### config.mk
export PLATFORM = sky130hd
export DESIGN_NAME = atmop_port
export DESIGN_NICKNAME = d
export VERILOG_FILES = /design/src/hdl/atmop_pkg.sv /design/src/hdl/atmop_port.sv
export SDC_FILE = /design/constraint.sdc
export NUM_CORES = 1
export LEC_CHECK = 0
export BUFFER_PORTS_ARGS = -buffer_cell sky130_fd_sc_hd__buf_2
export CORE_ASPECT_RATIO = 0.6
export CORE_UTILIZATION = 43
export CTS_CLUSTER_SIZE = 14
export DETAILED_ROUTE_END_ITERATION = 16
export GPL_ROUTABILITY_DRIVEN = 0
export GPL_TIMING_DRIVEN = 0
export MAX_ROUTING_LAYER = met4
export PLACE_DENSITY_LB_ADDON = 0.25
export SYNTH_ARGS = -nofsm -noshare
export SYNTH_HDL_FRONTEND = slang
export SYNTH_SLANG_ARGS = --single-unit
### constraint.sdc
create_clock -name core_clk_i -period 3.06 [get_ports core_clk_i]
set_input_delay 0.459 -clock core_clk_i [delete_from_list [all_inputs] [get_ports core_clk_i]]
set_output_delay 0.459 -clock core_clk_i [all_outputs]
set_load 0.02 [all_outputs]
### src/hdl/atmop_pkg.sv
`default_nettype none
package atmop_pkg;

  // ==========================================================================
  // cell framing
  localparam logic [5:0] ATMOP_CELL_LEN  = 6'h35;
  localparam logic [5:0] ATMOP_CNT_ZERO  = 6'h00;
  localparam logic [5:0] ATMOP_CNT_ONE   = 6'h01;

  // ==========================================================================
  // port line bundle, one bit per shared port line
  typedef struct packed {
    logic       rca;
    logic       rsoc;
    logic       rxen;
    logic       tsoc;
    logic       tca;
    logic       txen;
    logic [7:0] rxd;
    logic [7:0] txd;
  } atmop_pins_t;

  // lines the device drives while the cell port is enabled
  localparam atmop_pins_t ATMOP_DEV_OE = '{rca: 1'b0, rsoc: 1'b0, rxen: 1'b1,
                                           tsoc: 1'b1, tca: 1'b0, txen: 1'b1,
                                           rxd: 8'h00, txd: 8'hff};
  localparam atmop_pins_t ATMOP_PINS_ZERO = '0;

  // ==========================================================================
  // user side octet carrier
  typedef struct packed {
    logic       sof;
    logic [7:0] data;
  } atmop_octet_t;

  localparam atmop_octet_t ATMOP_OCTET_ZERO = '0;

  // ==========================================================================
  // states
  typedef enum logic [0:0] {
    ATMOP_TX_IDLE = 1'b0,
    ATMOP_TX_SEND = 1'b1
  } atmop_tx_st_t;

  typedef enum logic [0:0] {
    ATMOP_RX_IDLE = 1'b0,
    ATMOP_RX_RECV = 1'b1
  } atmop_rx_st_t;

endpackage
`default_nettype wire

### src/hdl/atmop_port.sv
// How it works
// - transmit start-of-cell high exactly while first cell octet is on the bus.
// - receive enable low at receive clock rise yields one valid received octet.
// - octet after a rise with receive enable high is discarded.
// - transmit bus sampled at transmit clock rise, valid only with enable low.
// - disabled port releases every line to general-purpose use; enabled port leaves status lines undriven.
// - each transmit rise with enable low writes one octet into the framer.
`timescale 1ns/10ps
`default_nettype none
module atmop_port (
  // clock and reset
  input  wire logic                   core_clk_i,
  input  wire logic                   rst_i,
  // mode
  input  wire logic                   port_en_i,
  // link clocks from the framer
  input  wire logic                   tx_fifo_clock_i,
  input  wire logic                   rx_fifo_clock_i,
  // shared port lines
  input  wire atmop_pkg::atmop_pins_t pa_i,
  output var  atmop_pkg::atmop_pins_t pa_o,
  output var  atmop_pkg::atmop_pins_t pa_oe_o,
  // general-purpose use of the lines
  input  wire atmop_pkg::atmop_pins_t gpio_out_i,
  input  wire atmop_pkg::atmop_pins_t gpio_oe_i,
  output var  atmop_pkg::atmop_pins_t gpio_in_o,
  // transmit user side
  input  wire logic                   tx_valid_i,
  input  wire atmop_pkg::atmop_octet_t tx_octet_i,
  output logic                        tx_ready_o,
  // receive user side
  output logic                        rx_valid_o,
  output var  atmop_pkg::atmop_octet_t rx_octet_o
);

  // ==========================================================================
  // synchronisers; the link clocks are only sampled, never used as clocks
  atmop_pkg::atmop_pins_t pa_m_q, pa_s_q;
  logic tclk_m_q, tclk_s_q, tclk_p_q;
  logic rclk_m_q, rclk_s_q, rclk_p_q;
  logic tx_rise, rx_rise, rx_fall;

  always_ff @(posedge core_clk_i) begin
    if (rst_i) begin
      pa_m_q   <= atmop_pkg::ATMOP_PINS_ZERO;
      pa_s_q   <= atmop_pkg::ATMOP_PINS_ZERO;
      tclk_m_q <= 1'b0;
      tclk_s_q <= 1'b0;
      tclk_p_q <= 1'b0;
      rclk_m_q <= 1'b0;
      rclk_s_q <= 1'b0;
      rclk_p_q <= 1'b0;
    end else begin
      pa_m_q   <= pa_i;
      pa_s_q   <= pa_m_q;
      tclk_m_q <= tx_fifo_clock_i;
      tclk_s_q <= tclk_m_q;
      tclk_p_q <= tclk_s_q;
      rclk_m_q <= rx_fifo_clock_i;
      rclk_s_q <= rclk_m_q;
      rclk_p_q <= rclk_s_q;
    end
  end

  assign tx_rise   = tclk_s_q & ~tclk_p_q;
  assign rx_rise   = rclk_s_q & ~rclk_p_q;
  assign rx_fall   = ~rclk_s_q & rclk_p_q;
  assign gpio_in_o = pa_s_q;

  // ==========================================================================
  // transmit: outputs move a few cycles after a detected rise, so they are
  // stable across the framer's next sampling edge
  atmop_pkg::atmop_tx_st_t tx_st_q;
  logic [5:0] tx_sent_q;
  logic [7:0] txd_q;
  logic       txen_n_q;
  logic       tsoc_q;
  logic       tx_take;
  logic       tx_drop;

  // idle octets without a start mark cannot open a cell and are thrown away
  assign tx_drop = (tx_st_q == atmop_pkg::ATMOP_TX_IDLE) && !tx_octet_i.sof;
  assign tx_take = port_en_i && tx_rise && tx_valid_i &&
                   (tx_st_q == atmop_pkg::ATMOP_TX_IDLE ? (pa_s_q.tca && tx_octet_i.sof)
                                                        : (tx_sent_q != atmop_pkg::ATMOP_CELL_LEN));
  assign tx_ready_o = tx_take || (port_en_i && tx_rise && tx_valid_i && tx_drop);

  always_ff @(posedge core_clk_i) begin
    if (rst_i || !port_en_i) begin
      tx_st_q   <= atmop_pkg::ATMOP_TX_IDLE;
      tx_sent_q <= atmop_pkg::ATMOP_CNT_ZERO;
      txd_q     <= 8'h00;
      txen_n_q  <= 1'b1;
      tsoc_q    <= 1'b0;
    end else if (tx_rise) begin
      unique case (tx_st_q)
        atmop_pkg::ATMOP_TX_IDLE: begin
          tsoc_q <= tx_take;
          txen_n_q <= !tx_take;
          if (tx_take) begin
            txd_q     <= tx_octet_i.data;
            tx_sent_q <= atmop_pkg::ATMOP_CNT_ONE;
            tx_st_q   <= atmop_pkg::ATMOP_TX_SEND;
          end
        end
        atmop_pkg::ATMOP_TX_SEND: begin
          tsoc_q   <= 1'b0;
          txen_n_q <= !tx_take;
          if (tx_take) begin
            txd_q     <= tx_octet_i.data;
            tx_sent_q <= tx_sent_q + atmop_pkg::ATMOP_CNT_ONE;
          end else if (tx_sent_q == atmop_pkg::ATMOP_CELL_LEN) begin
            tx_st_q <= atmop_pkg::ATMOP_TX_IDLE;
          end
        end
      endcase
    end
  end

  // ==========================================================================
  // receive: enable moves on falls, data is taken on falls, mid-octet
  atmop_pkg::atmop_rx_st_t rx_st_q;
  logic [5:0] rx_cnt_q;
  logic       rxen_n_q;
  logic       en_edge_q;
  logic       rx_valid_q;
  atmop_pkg::atmop_octet_t rx_octet_q;

  always_ff @(posedge core_clk_i) begin
    if (rst_i || !port_en_i) begin
      en_edge_q <= 1'b0;
      rx_cnt_q  <= atmop_pkg::ATMOP_CNT_ZERO;
    end else if (rx_rise) begin
      en_edge_q <= !rxen_n_q;
      if (!rxen_n_q) begin
        rx_cnt_q <= rx_cnt_q + atmop_pkg::ATMOP_CNT_ONE;
      end
    end else if (rx_fall && rx_st_q == atmop_pkg::ATMOP_RX_IDLE) begin
      rx_cnt_q <= atmop_pkg::ATMOP_CNT_ZERO;
    end
  end

  always_ff @(posedge core_clk_i) begin
    if (rst_i || !port_en_i) begin
      rx_st_q  <= atmop_pkg::ATMOP_RX_IDLE;
      rxen_n_q <= 1'b1;
    end else if (rx_fall) begin
      unique case (rx_st_q)
        atmop_pkg::ATMOP_RX_IDLE: begin
          if (pa_s_q.rca) begin
            rxen_n_q <= 1'b0;
            rx_st_q  <= atmop_pkg::ATMOP_RX_RECV;
          end
        end
        atmop_pkg::ATMOP_RX_RECV: begin
          if (rx_cnt_q == atmop_pkg::ATMOP_CELL_LEN) begin
            rxen_n_q <= 1'b1;
            rx_st_q  <= atmop_pkg::ATMOP_RX_IDLE;
          end
        end
      endcase
    end
  end

  always_ff @(posedge core_clk_i) begin
    if (rst_i) begin
      rx_valid_q <= 1'b0;
      rx_octet_q <= atmop_pkg::ATMOP_OCTET_ZERO;
    end else begin
      rx_valid_q <= port_en_i && rx_fall && en_edge_q;
      if (port_en_i && rx_fall && en_edge_q) begin
        rx_octet_q <= '{sof: pa_s_q.rsoc, data: pa_s_q.rxd};
      end
    end
  end

  assign rx_valid_o = rx_valid_q;
  assign rx_octet_o = rx_octet_q;

  // ==========================================================================
  // line ownership
  atmop_pkg::atmop_pins_t dev_out;

  always_comb begin
    dev_out      = atmop_pkg::ATMOP_PINS_ZERO;
    dev_out.txd  = txd_q;
    dev_out.txen = txen_n_q;
    dev_out.tsoc = tsoc_q;
    dev_out.rxen = rxen_n_q;
  end

  assign pa_o    = port_en_i ? dev_out : gpio_out_i;
  assign pa_oe_o = port_en_i ? atmop_pkg::ATMOP_DEV_OE : gpio_oe_i;
endmodule // atmop_port
`default_nettype wire

==> impl_metrics.json <==
{
  "final_cells": 581,
  "drc": 0,
  "hold_end": "pa_m_q[13]",
  "synth_area_sq_um": 3170,
  "drv_cap": 0,
  "synthFlopType": "dfxtp_1",
  "finalSetupTns_ns": 0,
  "critPathRequiredTime_ns": 2.60,
  "ant_nets": 0,
  "p_per_area_nw_per_um2": 561,
  "cts_sinks": 86,
  "dp.cells": 565,
  "drt_pass1_iterations": 4,
  "path_max_fanout": 10,
  "reg2regPathDepth": 7,
  "period_share_pct": 80.7,
  "grt_use_met2_pct": 31.8,
  "drtIter0Drc": 98,
  "dieArea_sq_um": 7740,
  "crit_path_start_kind": "input port",
  "fmax_mhz": 405,
  "utilization_pct": 63.2,
  "grt_pass1_vias": 2394,
  "status": "complete, no violations",
  "tritoncts": "built",
  "leakagePower_uw": 0.00194,
  "nets": 574,
  "finalHoldViolCount": 0,
  "syn_area_per_cell_sq_um": 9.88,
  "post_synth_inst_count": 321,
  "synth_seq_area_share_pct": 54.3,
  "cts_resized": 0,
  "total_power_uw": 2450,
  "worst_slew_pin_slew_ns": 0.763,
  "yosys_register_bits": 86,
  "wirelength_microns": 7280,
  "io_buffers": 157,
  "syn_nets": 406,
  "hold_buffers": 0,
  "final_layout_size_suffix_gt1_share_pct": 40.1,
  "min_path_cells": 2,
  "finalSetupViolCount": 0,
  "p_clk_share_pct": 43.2,
  "rows": 23,
  "swShare_pct": 22.8,
  "fin_skew_ns": 0.00607,
  "io_pins": 158,
  "htree_levels": 3,
  "met3_usage_pct": 4.63,
  "irDropWorstVdd_mv": 0.320,
  "grt_max_degree": 16,
  "async_reset_ff_share_pct": 0,
  "cts_buffers": 9,
  "cts_setup_buffers": 0,
  "viasPerCell": 4.66,
  "fp.dieW_microns": 113,
  "end_kind": "output pin",
  "p_sw_uw": 558,
  "clockBufferDepth": 2,
  "ys_warn_count": 0,
  "grt.total_usage_pct": 19.2,
  "slew_viol_final": 0,
  "cts-root-buf": "clkbuf_16",
  "syn_to_final_growth_pct": 37.6,
  "clk_pin_slew_worst_paths_ns": 0.06,
  "layout_common_cells": "157 x buf_2, 86 x dfxtp_1, 75 x nor2b_1, 23 x nand2_1, 20 x nor2_1",
  "antenna_cells": 0,
  "initial_core_util_pct": 45.9,
  "grt_pass1_wl_microns": 11000,
  "rsz0062_at_grt": "false",
  "design.core.area_sq_um": 6910,
  "dr_total_vias": 2709,
  "antenna_found_initial": 0,
  "pwr-share-seq_pct": 47.3,
  "r2r_setup_slack_ns": 1.00,
  "p_int_uw": 1890,
  "hold_start": "pa_i[13]",
  "arrival_ns": 2.01,
  "hpwl_microns": 5750,
  "die_h_microns": 68.5,
  "synth-edff-count": 0,
  "r2r-start": "tx_sent_q[1]",
  "ys_types": 36,
  "worstSetupPathType": "in2out",
  "max_slew_margin_pct": 49.1,
  "grt_overflow_total": 0,
  "clk_latency_ns": 0.32,
  "final_common_cell": "buf_2",
  "comb_power_share_pct": 9.5,
  "r2r_end": "txd_q[5]",
  "grt_busiest_layer": "met2",
  "wl_per_cell_microns": 12.5,
  "gr-usage-met1_pct": 23.1,
  "min_period_ns": 2.47,
  "hold_class": "in2reg"
}
==> kinds of logic (layout without fill, tap and decap cells) <==
group,count (synthesis),after routing,synth area share (%)
and+or+nand+nor,152,152,27.2
DFF,86,86,54.3
AOI/OAI and AO/OA,36,36,6.59
muxes,20,20,6.74
buffers and inverters,18,191,2.25
xor gates and xnor gates,5,5,1.38
adders and majority gates,4,4,1.58
==> final cells by class <==
cell class	count	area (sq um)
timing repair buffer	157	786
clock buffer	10	229
fill	595	2540
sequential	86	1720
inverter	4	15.0
buffer	14	56.3
clock inverter	6	68.8
multi-input combinational	217	1380
tap	87	109
==> state kept, by name, summed over array words and instances (netlist names) <==
signal / cells
en_edge_q: 1
gpio_in_o: 22
pa_m_q: 22
rclk_m_q: 1
rclk_p_q: 1
rclk_s_q: 1
rx_cnt_q: 6
rx_octet_o: 9
rx_st_q: 1
rx_valid_o: 1
rxen_n_q: 1
tclk_m_q: 1
tclk_p_q: 1
tclk_s_q: 1
tsoc_q: 1
tx_sent_q: 6
tx_st_q: 1
txd_q: 8
txen_n_q: 1
==> Yosys cell counts, types with 2 or more instances <==
master | instances | area (sq um)
nor2b_1 | 75 | 469
or4_1 | 2 | 15.0
clkbuf_1 | 12 | 45.0
mux2i_1 | 9 | 90.1
o21ai_0 | 7 | 35.0
ha_1 | 4 | 50.1
nand2b_1 | 5 | 31.3
nand2_1 | 23 | 86.3
xor2_1 | 4 | 35.0
inv_1 | 4 | 15.0
or2_2 | 11 | 68.8
mux2_2 | 11 | 124
dfxtp_1 | 86 | 1720
o2111ai_1 | 2 | 17.5
nand3_1 | 3 | 15.0
and3_1 | 2 | 12.5
nor2_1 | 20 | 75.1
nand4b_1 | 2 | 17.5
a21oi_1 | 19 | 95.1
o31ai_1 | 3 | 22.5
nor3b_1 | 2 | 15.0
==> through the flow <==
step | hold WS [ns] | area, sq um | worst slack (ns)
3_3_place_gp | 0.415 | 4070 | 0.622
4_1_cts | 0.334 | 4370 | 0.596
2_1_floorplan | 0.414 | 3170 | 1.09
3_5_place_dp | 0.420 | 4070 | 0.596
5_1_grt | 0.336 | 4370 | 0.501
6_report | 0.342 | 4370 | 0.591
==> power groups by stage <==
stage | registers, uW | logic, uW | clock network [uW]
after floorplan | 1200 | 114 | 0
after global placement | 1180 | 230 | 0
after detailed placement | 1180 | 234 | 0
after CTS | 1160 | 235 | 1090
after global routing | 1160 | 253 | 1130
final | 1160 | 232 | 1060
==> routing by layer <==
layer | up-vias | share of wire [%] | wire length [microns]
met5 | - | 0 | 0
met4 | 0 | 1.6 | 115
met3 | 10 | 5.4 | 396
met2 | 86 | 48 | 3500
met1 | 1223 | 45 | 3270
li1 | 1390 | - | -
==> worst max-delay path by stage <==
| stage | startpoint | endpoint | slack, ns | depth (start not counted) |
|---|---|---|---|---|
| floorplan | port_en_i | pa_o[16] | 1.09 | 3 |
| CTS | port_en_i | pa_o[19] | 0.60 | 5 |
| finish | port_en_i | pa_o[7] | 0.59 | 5 |
| global route | port_en_i | pa_o[4] | 0.50 | 5 |
| global placement | port_en_i | pa_o[19] | 0.62 | 5 |
| detailed placement | port_en_i | pa_o[19] | 0.60 | 5 |
==> critical path, cell delays in order <==
cell      delay [ns]
buf_2           0.11
clkbuf_1        0.40
buf_1           0.48
mux2_2          0.39
buf_2           0.16
No activity file was read; power rests on OpenSTA's default activity.
